[config.mk]
export PLATFORM = sky130hd
export DESIGN_NAME = sssr_regs
export DESIGN_NICKNAME = d
export VERILOG_FILES = /design/src/sssr_pkg.sv /design/src/sssr_bus_if.sv /design/src/sssr_regs.sv /design/src/sssr_tx_line.sv /design/src/sssr_rx_sync.sv
export SDC_FILE = /design/constraint.sdc
export NUM_CORES = 1
export LEC_CHECK = 0
export BUFFER_PORTS_ARGS = -buffer_cell sky130_fd_sc_hd__buf_4
export CAP_MARGIN = 25
export CORE_AREA = 3 3 196 122
export CTS_CLUSTER_DIAMETER = 100
export CTS_CLUSTER_SIZE = 14
export DETAILED_ROUTE_END_ITERATION = 8
export DIE_AREA = 0 0 199 125
export GPL_TIMING_DRIVEN = 0
export MAX_ROUTING_LAYER = met4
export PLACE_DENSITY = 0.6
export SYNTH_ARGS = -nofsm -noshare
export SYNTH_HDL_FRONTEND = slang
export SYNTH_SLANG_ARGS = --single-unit
export TNS_END_PERCENT = 100
[constraint.sdc]
create_clock -name clk_sys -period 8.6 [get_ports clk_sys]
set_clock_uncertainty 0.05 [all_clocks]
set_input_delay 1.72 -clock clk_sys [delete_from_list [all_inputs] [get_ports clk_sys]]
set_output_delay 1.72 -clock clk_sys [all_outputs]
set_load 0.02 [all_outputs]
[src/sssr_pkg.sv]
package sssr_pkg;
    // ---------------------------------------------------------------
    // register map
    // ---------------------------------------------------------------
    localparam logic [7:0] OFS_RX_SYNC_HOLDING = 8'h30;
    localparam logic [7:0] OFS_TX_SYNC_HOLDING = 8'h34;
    localparam logic [7:0] OFS_RX_COMPARE_A = 8'h38;
    localparam logic [7:0] OFS_RX_COMPARE_B = 8'h3C;
    localparam logic [7:0] OFS_EVENT_STATUS = 8'h40;
    localparam logic [7:0] OFS_IRQ_ENABLE_SET = 8'h44;
    localparam logic [7:0] OFS_IRQ_ENABLE_CLEAR = 8'h48;
    localparam logic [7:0] OFS_IRQ_MASK_STATE = 8'h4C;
    // command register of this block (not printed in the map)
    localparam logic [7:0] OFS_COMMAND = 8'h00;
    // frame mode bits of this block (edge select, sync send, length)
    localparam logic [7:0] OFS_SYNC_MODE = 8'h1C;
    localparam logic [7:0] OFS_TX_HOLDING = 8'h24;
    localparam logic [7:0] OFS_RX_HOLDING = 8'h20;

    // ---------------------------------------------------------------
    // status bit positions
    // ---------------------------------------------------------------
    localparam int BIT_TX_HOLDING_FREE = 0;
    localparam int BIT_TX_ALL_DONE = 1;
    localparam int BIT_RX_WORD_READY = 4;
    localparam int BIT_RX_OVERFLOW = 5;
    localparam int BIT_COMPARE_A = 8;
    localparam int BIT_COMPARE_B = 9;
    localparam int BIT_TX_SYNC_EVENT = 10;
    localparam int BIT_RX_SYNC_EVENT = 11;
    localparam int BIT_TRANSMITTER_ON = 16;
    localparam int BIT_RECEIVER_ON = 17;
    // bits that may be masked onto the interrupt line
    localparam logic [31:0] IRQ_BITS_MASK = 32'h00000F33;
    localparam logic [31:0] STATUS_RESET = 32'h000000CC;
    localparam logic [31:0] MASK_RESET = 32'h00000000;

    // command bits
    localparam int CMD_RX_ON = 0;
    localparam int CMD_RX_OFF = 1;
    localparam int CMD_TX_ON = 8;
    localparam int CMD_TX_OFF = 9;
    // sync mode bits
    localparam int MODE_EDGE = 24;
    localparam int MODE_SEND = 23;
    localparam int MODE_LEN_LSB = 0;
    localparam int SYNC_LEN_W = 4;
    localparam int SYNC_W = 16;
    localparam logic [15:0] WORD16_RESET = 16'h0000;
endpackage : sssr_pkg

[src/sssr_bus_if.sv]
// status events that flow from the line logic into the register core
interface sssr_bus_if;
    logic tx_sync_pulse;
    logic tx_load;
    logic tx_busy;
    logic tx_sync_bit;
    modport src (output tx_sync_pulse, output tx_load, output tx_busy,
        output tx_sync_bit);
    modport dst (input tx_sync_pulse, input tx_load, input tx_busy,
        input tx_sync_bit);
endinterface : sssr_bus_if

[src/sssr_regs.sv]
// Functional notes
// - receiver_on sets on command; clears only when receiver idle after off
// - transmitter_on sets on command; clears when transmitter idle after off
// - receive sync event sets the receive sync flag
// - transmit sync event sets the transmit sync flag
// - second compare match sets compare flag b
// - first compare match sets compare flag a
// - status read clears sticky flags, returns values before clear
// - overrun sets when a word lands on an unread word
// - rx ready sets on load, clears when holding register emptied
// - tx empty sets when last word shifted out completely
// - tx empty low while holding or shifter holds a word
// - tx holding free high when holding register empty
// - enable-set write of one sets the mask bit
// - enable-clear write of one clears the mask bit
// - zero written to set or clear leaves mask unchanged
// - mask register readable, resets to zero
// - rx sync holding read-only, upper bits zero
// - tx sync holding read/write 16-bit
// - two 16-bit compare registers, reset zero
// - sync word shifted out during tx sync when enabled
// - edge select picks rising or falling transmit sync edge; receive sync is always taken on its rising edge
module sssr_regs
    import sssr_pkg::*;
(
    // clock and reset
    input wire logic clk_sys,
    input wire logic rst,
    // register port
    input wire logic [7:0] reg_addr,
    input wire logic [31:0] reg_wdata,
    input wire logic reg_wr,
    input wire logic reg_rd,
    output logic [31:0] reg_rdata,
    // receive side from the receiver
    input wire logic rx_load,
    input wire logic [31:0] rx_word,
    input wire logic rx_busy,
    input wire logic rx_sync_capture,
    input wire logic [SYNC_W-1:0] rx_sync_word,
    // pins
    input wire logic tx_frame_sync_pin,
    input wire logic rx_frame_sync_pin,
    // outputs
    output logic tx_data_sync,
    output logic irq
);
    // ---------------------------------------------------------------
    // state
    // ---------------------------------------------------------------
    logic [SYNC_W-1:0] rx_sync_hold;
    logic [SYNC_W-1:0] tx_sync_hold;
    logic [SYNC_W-1:0] cmp_a;
    logic [SYNC_W-1:0] cmp_b;
    logic [31:0] mask;
    logic receiver_on;
    logic transmitter_on;
    logic rx_off_pend;
    logic tx_off_pend;
    logic rx_frame_sync_event;
    logic tx_frame_sync_event;
    logic compare_match_a;
    logic compare_match_b;
    logic rx_overflow_flag;
    logic rx_word_ready;
    logic [31:0] rx_holding_word;
    logic tx_full;
    logic [31:0] tx_holding_word;
    logic edge_sel;
    logic send_en;
    logic [SYNC_LEN_W-1:0] sync_len;
    logic rx_fs_d;
    logic [1:0] pins_s;

    sssr_bus_if ev ();

    // ---------------------------------------------------------------
    // submodules
    // ---------------------------------------------------------------
    sssr_rx_sync u_sync (
        .clk_sys(clk_sys),
        .rst(rst),
        .pin_in({rx_frame_sync_pin, tx_frame_sync_pin}),
        .pin_sync(pins_s)
    );

    sssr_tx_line u_tx (
        .clk_sys(clk_sys),
        .rst(rst),
        .fs_sync(pins_s[0]),
        .edge_sel(edge_sel),
        .send_en(send_en),
        .sync_len(sync_len),
        .sync_word(tx_sync_hold),
        .holding_full(tx_full),
        .tx_on(transmitter_on),
        .ev(ev.src)
    );

    // ---------------------------------------------------------------
    // decode
    // ---------------------------------------------------------------
    wire wr_cmd = reg_wr && (reg_addr == OFS_COMMAND);
    wire wr_mode = reg_wr && (reg_addr == OFS_SYNC_MODE);
    wire wr_thr = reg_wr && (reg_addr == OFS_TX_HOLDING);
    wire wr_tsh = reg_wr && (reg_addr == OFS_TX_SYNC_HOLDING);
    wire wr_ca = reg_wr && (reg_addr == OFS_RX_COMPARE_A);
    wire wr_cb = reg_wr && (reg_addr == OFS_RX_COMPARE_B);
    wire wr_ier = reg_wr && (reg_addr == OFS_IRQ_ENABLE_SET);
    wire wr_idr = reg_wr && (reg_addr == OFS_IRQ_ENABLE_CLEAR);
    wire rd_sr = reg_rd && (reg_addr == OFS_EVENT_STATUS);
    wire rd_rhr = reg_rd && (reg_addr == OFS_RX_HOLDING);

    // receive frame sync is taken on its rising edge
    wire rx_sync_hit = pins_s[1] & ~rx_fs_d;
    wire [15:0] rx_low = rx_word[15:0];
    wire hit_a = rx_load && (rx_low == cmp_a);
    wire hit_b = rx_load && (rx_low == cmp_b);
    wire tx_all_done = ~tx_full & ~ev.tx_busy;
    wire tx_holding_free = ~tx_full;

    // live status word; reserved bits stay zero
    wire [31:0] status_now = {
        14'h0000, receiver_on, transmitter_on,
        4'h0, rx_frame_sync_event, tx_frame_sync_event,
        compare_match_b, compare_match_a,
        2'h0, rx_overflow_flag, rx_word_ready,
        2'h0, tx_all_done, tx_holding_free
    };

    logic [31:0] next_rdata;
    // read mux; unmapped addresses return zero
    always_comb begin
        if (reg_addr == OFS_RX_SYNC_HOLDING) begin
            next_rdata = {16'h0000, rx_sync_hold};
        end else if (reg_addr == OFS_TX_SYNC_HOLDING) begin
            next_rdata = {16'h0000, tx_sync_hold};
        end else if (reg_addr == OFS_RX_COMPARE_A) begin
            next_rdata = {16'h0000, cmp_a};
        end else if (reg_addr == OFS_RX_COMPARE_B) begin
            next_rdata = {16'h0000, cmp_b};
        end else if (reg_addr == OFS_EVENT_STATUS) begin
            next_rdata = status_now;
        end else if (reg_addr == OFS_IRQ_MASK_STATE) begin
            next_rdata = mask;
        end else if (reg_addr == OFS_RX_HOLDING) begin
            next_rdata = rx_holding_word;
        end else if (reg_addr == OFS_SYNC_MODE) begin
            next_rdata = {7'h00, edge_sel, send_en, 19'h00000, sync_len};
        end else begin
            next_rdata = 32'h00000000;
        end
    end

    // ---------------------------------------------------------------
    // register read data and interrupt
    // ---------------------------------------------------------------
    always_ff @(posedge clk_sys or posedge rst) begin
        if (rst) begin
            reg_rdata <= 32'h00000000;
            irq <= 1'b0;
            tx_data_sync <= 1'b0;
            rx_fs_d <= 1'b0;
        end else begin
            reg_rdata <= reg_rd ? next_rdata : 32'h00000000;
            irq <= |(status_now & mask);
            tx_data_sync <= ev.tx_sync_bit;
            rx_fs_d <= pins_s[1];
        end
    end

    // ---------------------------------------------------------------
    // software-written configuration
    // ---------------------------------------------------------------
    always_ff @(posedge clk_sys or posedge rst) begin
        if (rst) begin
            tx_sync_hold <= WORD16_RESET;
            cmp_a <= WORD16_RESET;
            cmp_b <= WORD16_RESET;
            edge_sel <= 1'b0;
            send_en <= 1'b0;
            sync_len <= '0;
        end else begin
            if (wr_tsh) begin
                tx_sync_hold <= reg_wdata[SYNC_W-1:0];
            end
            if (wr_ca) begin
                cmp_a <= reg_wdata[SYNC_W-1:0];
            end
            if (wr_cb) begin
                cmp_b <= reg_wdata[SYNC_W-1:0];
            end
            if (wr_mode) begin
                edge_sel <= reg_wdata[MODE_EDGE];
                send_en <= reg_wdata[MODE_SEND];
                sync_len <= reg_wdata[SYNC_LEN_W-1:0];
            end
        end
    end

    // mask: set wins nothing over clear; zeros are no-ops
    always_ff @(posedge clk_sys or posedge rst) begin
        if (rst) begin
            mask <= MASK_RESET;
        end else if (wr_ier) begin
            mask <= mask | (reg_wdata & IRQ_BITS_MASK);
        end else if (wr_idr) begin
            mask <= mask & ~(reg_wdata & IRQ_BITS_MASK);
        end
    end

    // ---------------------------------------------------------------
    // enables: an off command waits until the side is idle
    // ---------------------------------------------------------------
    always_ff @(posedge clk_sys or posedge rst) begin
        if (rst) begin
            receiver_on <= 1'b0;
            transmitter_on <= 1'b0;
            rx_off_pend <= 1'b0;
            tx_off_pend <= 1'b0;
        end else begin
            if (wr_cmd && reg_wdata[CMD_RX_ON]) begin
                receiver_on <= 1'b1;
                rx_off_pend <= 1'b0;
            end else if (wr_cmd && reg_wdata[CMD_RX_OFF]) begin
                rx_off_pend <= 1'b1;
            end else if (rx_off_pend && !rx_busy) begin
                receiver_on <= 1'b0;
                rx_off_pend <= 1'b0;
            end
            if (wr_cmd && reg_wdata[CMD_TX_ON]) begin
                transmitter_on <= 1'b1;
                tx_off_pend <= 1'b0;
            end else if (wr_cmd && reg_wdata[CMD_TX_OFF]) begin
                tx_off_pend <= 1'b1;
            end else if (tx_off_pend && !ev.tx_busy && !tx_full) begin
                transmitter_on <= 1'b0;
                tx_off_pend <= 1'b0;
            end
        end
    end

    // ---------------------------------------------------------------
    // sticky events: a set in the clearing cycle wins
    // ---------------------------------------------------------------
    always_ff @(posedge clk_sys or posedge rst) begin
        if (rst) begin
            rx_frame_sync_event <= 1'b0;
            tx_frame_sync_event <= 1'b0;
            compare_match_a <= 1'b0;
            compare_match_b <= 1'b0;
            rx_overflow_flag <= 1'b0;
            rx_sync_hold <= WORD16_RESET;
        end else begin
            rx_frame_sync_event <= rx_sync_hit |
                (rx_frame_sync_event & ~rd_sr);
            tx_frame_sync_event <= ev.tx_sync_pulse |
                (tx_frame_sync_event & ~rd_sr);
            compare_match_a <= hit_a | (compare_match_a & ~rd_sr);
            compare_match_b <= hit_b | (compare_match_b & ~rd_sr);
            rx_overflow_flag <= (rx_load & rx_word_ready & ~rd_rhr) |
                (rx_overflow_flag & ~rd_sr);
            if (rx_sync_capture) begin
                rx_sync_hold <= rx_sync_word;
            end
        end
    end

    // ---------------------------------------------------------------
    // receive and transmit holding words
    // ---------------------------------------------------------------
    always_ff @(posedge clk_sys or posedge rst) begin
        if (rst) begin
            rx_word_ready <= 1'b0;
            rx_holding_word <= 32'h00000000;
            tx_full <= 1'b0;
            tx_holding_word <= 32'h00000000;
        end else begin
            if (rx_load) begin
                rx_word_ready <= 1'b1;
                rx_holding_word <= rx_word;
            end else if (rd_rhr) begin
                rx_word_ready <= 1'b0;
            end
            if (wr_thr) begin
                tx_full <= 1'b1;
                tx_holding_word <= reg_wdata;
            end else if (ev.tx_load) begin
                tx_full <= 1'b0;
            end
        end
    end
endmodule : sssr_regs

[src/sssr_tx_line.sv]
// -------------------------------------------------------------------
// transmit sync edge detect, sync word shifting and shifter model
// -------------------------------------------------------------------
module sssr_tx_line
    import sssr_pkg::*;
(
    // clock and reset
    input wire logic clk_sys,
    input wire logic rst,
    // controls
    input wire logic fs_sync,
    input wire logic edge_sel,
    input wire logic send_en,
    input wire logic [SYNC_LEN_W-1:0] sync_len,
    input wire logic [SYNC_W-1:0] sync_word,
    input wire logic holding_full,
    input wire logic tx_on,
    // events out
    sssr_bus_if.src ev
);
    logic fs_d;
    logic [4:0] bit_cnt;
    logic [SYNC_W-1:0] shreg;
    logic [4:0] busy_cnt;
    wire rise = fs_sync & ~fs_d;
    wire fall = ~fs_sync & fs_d;
    wire sync_hit = edge_sel ? fall : rise;
    wire load = holding_full & tx_on & (busy_cnt == 5'h00);

    // each loaded word keeps the shifter busy for 16 clocks, standing in for the bit shifter
    always_ff @(posedge clk_sys or posedge rst) begin
        if (rst) begin
            fs_d <= 1'b0;
            bit_cnt <= 5'h00;
            shreg <= WORD16_RESET;
            busy_cnt <= 5'h00;
        end else begin
            fs_d <= fs_sync;
            if (sync_hit && send_en) begin
                shreg <= sync_word;
                bit_cnt <= {1'b0, sync_len} + 5'h01;
            end else if (bit_cnt != 5'h00) begin
                shreg <= {1'b0, shreg[SYNC_W-1:1]};
                bit_cnt <= bit_cnt - 5'h01;
            end
            if (load) begin
                busy_cnt <= 5'h10;
            end else if (busy_cnt != 5'h00) begin
                busy_cnt <= busy_cnt - 5'h01;
            end
        end
    end

    assign ev.tx_sync_pulse = sync_hit;
    assign ev.tx_load = load;
    assign ev.tx_busy = busy_cnt != 5'h00;
    assign ev.tx_sync_bit = (bit_cnt != 5'h00) & shreg[0];
endmodule : sssr_tx_line

[src/sssr_rx_sync.sv]
// -------------------------------------------------------------------
// two-stage synchroniser for pin inputs
// -------------------------------------------------------------------
module sssr_rx_sync
    import sssr_pkg::*;
(
    // clock and reset
    input wire logic clk_sys,
    input wire logic rst,
    // pins
    input wire logic [1:0] pin_in,
    output logic [1:0] pin_sync
);
    logic [1:0] meta;

    // first stage feeds only the second stage
    always_ff @(posedge clk_sys or posedge rst) begin
        if (rst) begin
            meta <= 2'h0;
            pin_sync <= 2'h0;
        end else begin
            meta <= pin_in;
            pin_sync <= meta;
        end
    end
endmodule : sssr_rx_sync

==> results.cfg <==
[cts]
cts.sinks = 187
cts-resized-gates = 0
clk_pin_slew_ns = 0.07
cts_buffers = 17
post_cts.repair.setup_buffers = 0
clock_insertion_delay_worst_skew_ns = 0.44
cts-htree-levels = 4
cts_max_path_buffers = 2
clock_tree.root_cell = sky130_fd_sc_hd__clkbuf_16
tritoncts = yes
hold_buffers = 0

[cells_and_area]
layout-area-overhead-vs-synth_pct = 20.8
num-nets-final = 961
filler_cell_count = 2072
post_layout_nonfiller_instances = 1159
drive_above_1_share_pct = 32.2

[timing]
layout_min_cycle_time_ns = 3.52
min_period_over_period_pct = 40.9
worstMarginPinSlew_ns = 0.914
rsz_0062_raised_after_global_routing = no
fmax_mhz = 284
setup_viol = 0
final-max-slew-violation-count = 0
slew_headroom_pct = 39.0
post-route-worst-setup-slack_ns = 5.08
report.final.hold_viol_count = 0

[routing]
dr_total_vias = 6508
via_per_inst = 5.62
final_antenna_net_count = 0
drt_pre_antenna_iters = 5
totalWireLength_um = 26000
detail_route.wl_per_cell_um = 22.4
drtIter0Drc = 603
route.detailed.drc = 0

[synthesis]
yosys_warnings = 0
syn_nets = 830
post_synthesis_instance_total = 728
synth_area_per_cell_sq_um = 11.8
post_synth_num_cell_types = 64
ys_seq_area_share_pct = 54.3
synthArstFlopShare_pct = 100
synth.top_cells.by_count = sky130_fd_sc_hd__dfrtp_1, sky130_fd_sc_hd__mux2_2, sky130_fd_sc_hd__nand2_1, sky130_fd_sc_hd__nor2_1, sky130_fd_sc_hd__xnor2_1
post_synth_mux_area_share_pct = 16.4
post-synth-top-area-cell = sky130_fd_sc_hd__dfrtp_1
yosysMostFrequentCell = sky130_fd_sc_hd__dfrtp_1
postSynth.topFlopCell = sky130_fd_sc_hd__dfrtp_1
synth-simple-area-share_pct = 10.3
synthesis.area_sq_um = 8610
synth_top_cell_area_share_pct = 54.3
post_synth_adder_cell_area_pct = 0.726
synth_top_family_by_area = multiplexers
xor_xnor_portion_of_the_synthesized_cell_area_pct = 3.76
synth_edf_count = 0
synth_top_cells_by_area = sky130_fd_sc_hd__dfrtp_1, sky130_fd_sc_hd__mux2_2, sky130_fd_sc_hd__xnor2_1
ys_ff_latch = 187
complex_gate_fraction_of_the_synthesized_area_pct = 11.5

[die]
core_region_sq_um = 22000
die_area_sq_um = 24900
floorplan.initialDensity_pct = 39.1
die_x_um = 199
floorplan.io_pins = 131
chipHeight_um = 125
row_count = 42

[critical_path]
cp_data_arrival_time_ns = 3.75
critical_path_peak_fanout = 10
kind_of_end_point_of_the_critical_path = flip-flop
criticalPathCategory = input port to flip-flop
worstPathRequired_ns = 8.84
worst_setup_path_start_kind = input port

[grt]
grt.total_usage_pct = 21.5
grt_max_degree = 129
grt_antenna_before_repair = 1
grt_pass1_vias = 6202
grt_pass1_wl_um = 38500
globalRoute.totalOverflow = 0

[placement]
gp_routability_congestion = 0.885
post-place-cells = 1126
dpl_worst_slack_ns = 4.78
number_of_buffer_cells_added_on_primary_ports = 111
detailedPlacementHpwl_um = 19100

[run_status]
status = complete, no violations

[power]
power.density_cell_area_nw_per_um2 = 204
leakagePower_nw = 4.73
total_chip_power_mw = 2.12
irDropWorstVdd_mv = 0.139

[worst_hold_path]
min-delay-path-class = flip-flop to flip-flop

[run]
cap_violations = 0
==> logic make-up after synthesis <==
family | after synthesis
simple gates | 166
xor+xnor | 37
flops | 187
mux | 128
buf+inv | 57
compound gates | 148
fa+ha+maj | 5
==> metal layers <==
layer	GRT usage (%)	routed length [um]	share of wire [%]	vias up
li1	-	-	-	2891
met1	34.1	13100	50	3267
met2	25.9	9710	37	317
met3	6.83	2850	11	33
met4	4.87	348	1.3	0
met5	-	0	0	-
==> registers in the layout, summed over array words and instances (netlist names), 4 cells and up, named ones only <==
signal	flops
reg_rdata	32
rx_holding_word	32
sync_len	4
tx_sync_hold	16
cmp_b	16
rx_sync_hold	16
cmp_a	16
u_tx.bit_cnt	5
u_tx.busy_cnt	5
u_tx.shreg	16
==> critical path, cell delays in order <==
cell and delay [ns]:
sky130_fd_sc_hd__buf_4 0.11, sky130_fd_sc_hd__buf_2 0.30, sky130_fd_sc_hd__buf_2 0.35, sky130_fd_sc_hd__buf_2 0.34, sky130_fd_sc_hd__o21ai_0 0.14, sky130_fd_sc_hd__o21ai_0 0.59, sky130_fd_sc_hd__a21boi_1 0.19
==> metrics by stage <==
step / hold WS [ns] / cell area (sq um) / setup TNS (ns) / util (%)
CTS: 0.292 / 10400 / 0 / 47.3
global placement: 0.294 / 9810 / -112.39 / 44.5
detailed placement: 0.287 / 9840 / 0 / 44.7
global route: 0.307 / 10400 / 0 / 47.3
finish: 0.293 / 10400 / 0 / 47.3
floorplan: 0.281 / 8610 / 0 / -
==> where the power goes <==
part	internal, mW	leakage [nW]	switching (mW)
sequential	0.964	2.43	0.0641
clock	0.423	0.266	0.347
combinational	0.155	2.04	0.168
total	1.54	4.73	0.579
==> final timing paths <==
| check | slack [ns] | endpoint | cells after the start | start |
|---|---|---|---|---|
| setup / recovery | 5.08 | reg_rdata[13] | 7 | reg_addr[2] |
| hold / removal | 0.29 | u_sync.pin_sync[0] | 0 | u_sync.meta[0] |
| setup reg to reg | 6.42 | u_tx.shreg[8] | 6 | edge_sel |
| hold reg to reg | 0.29 | u_sync.pin_sync[0] | 0 | u_sync.meta[0] |
| max in group asynchronous | 6.25 | reg_rdata[1] | 3 | rst |
| min in group asynchronous | 1.24 | cmp_a[14] | 2 | rst |
==> layout by cell type, fill, tap and decap left out, types with 5 or more instances in the layout <==
master	Yosys	final
sky130_fd_sc_hd__o21ai_0	30	30
sky130_fd_sc_hd__clkbuf_1	22	25
sky130_fd_sc_hd__nor2b_1	5	5
sky130_fd_sc_hd__and3_1	15	15
sky130_fd_sc_hd__mux2_2	103	103
sky130_fd_sc_hd__nor3_1	8	8
sky130_fd_sc_hd__buf_2	16	16
sky130_fd_sc_hd__a21boi_1	7	7
sky130_fd_sc_hd__a221oi_1	7	7
sky130_fd_sc_hd__ha_1	5	5
sky130_fd_sc_hd__a31oi_1	5	5
sky130_fd_sc_hd__a22o_1	12	12
sky130_fd_sc_hd__nor2_1	45	45
sky130_fd_sc_hd__inv_1	12	11
sky130_fd_sc_hd__a211oi_1	5	5
sky130_fd_sc_hd__a22oi_1	14	14
sky130_fd_sc_hd__nand3_1	9	9
sky130_fd_sc_hd__clkbuf_16	0	17
sky130_fd_sc_hd__mux2i_1	23	23
sky130_fd_sc_hd__o21ai_1	5	5
sky130_fd_sc_hd__nand2_1	47	47
sky130_fd_sc_hd__dfrtp_1	187	187
sky130_fd_sc_hd__a21oi_1	33	33
sky130_fd_sc_hd__nand4_1	6	6
sky130_fd_sc_hd__xnor2_1	34	34
sky130_fd_sc_hd__buf_4	2	113
==> cell type report <==
type | instances | area, sq um | share of cell area, %
flip-flops and latches | 187 | 4680 | 45.0
multi-input cells | 484 | 3680 | 35.3
repair buffers | 112 | 861 | 8.27
clock buffers | 23 | 478 | 4.59
well taps | 286 | 358 | 3.44
plain buffers | 45 | 214 | 2.06
clock inverters | 9 | 87.6 | 0.841
inverters | 12 | 52.6 | 0.505
diodes | 1 | 2.50 | 0.0240
No activity file was read; power rests on OpenSTA's default activity.
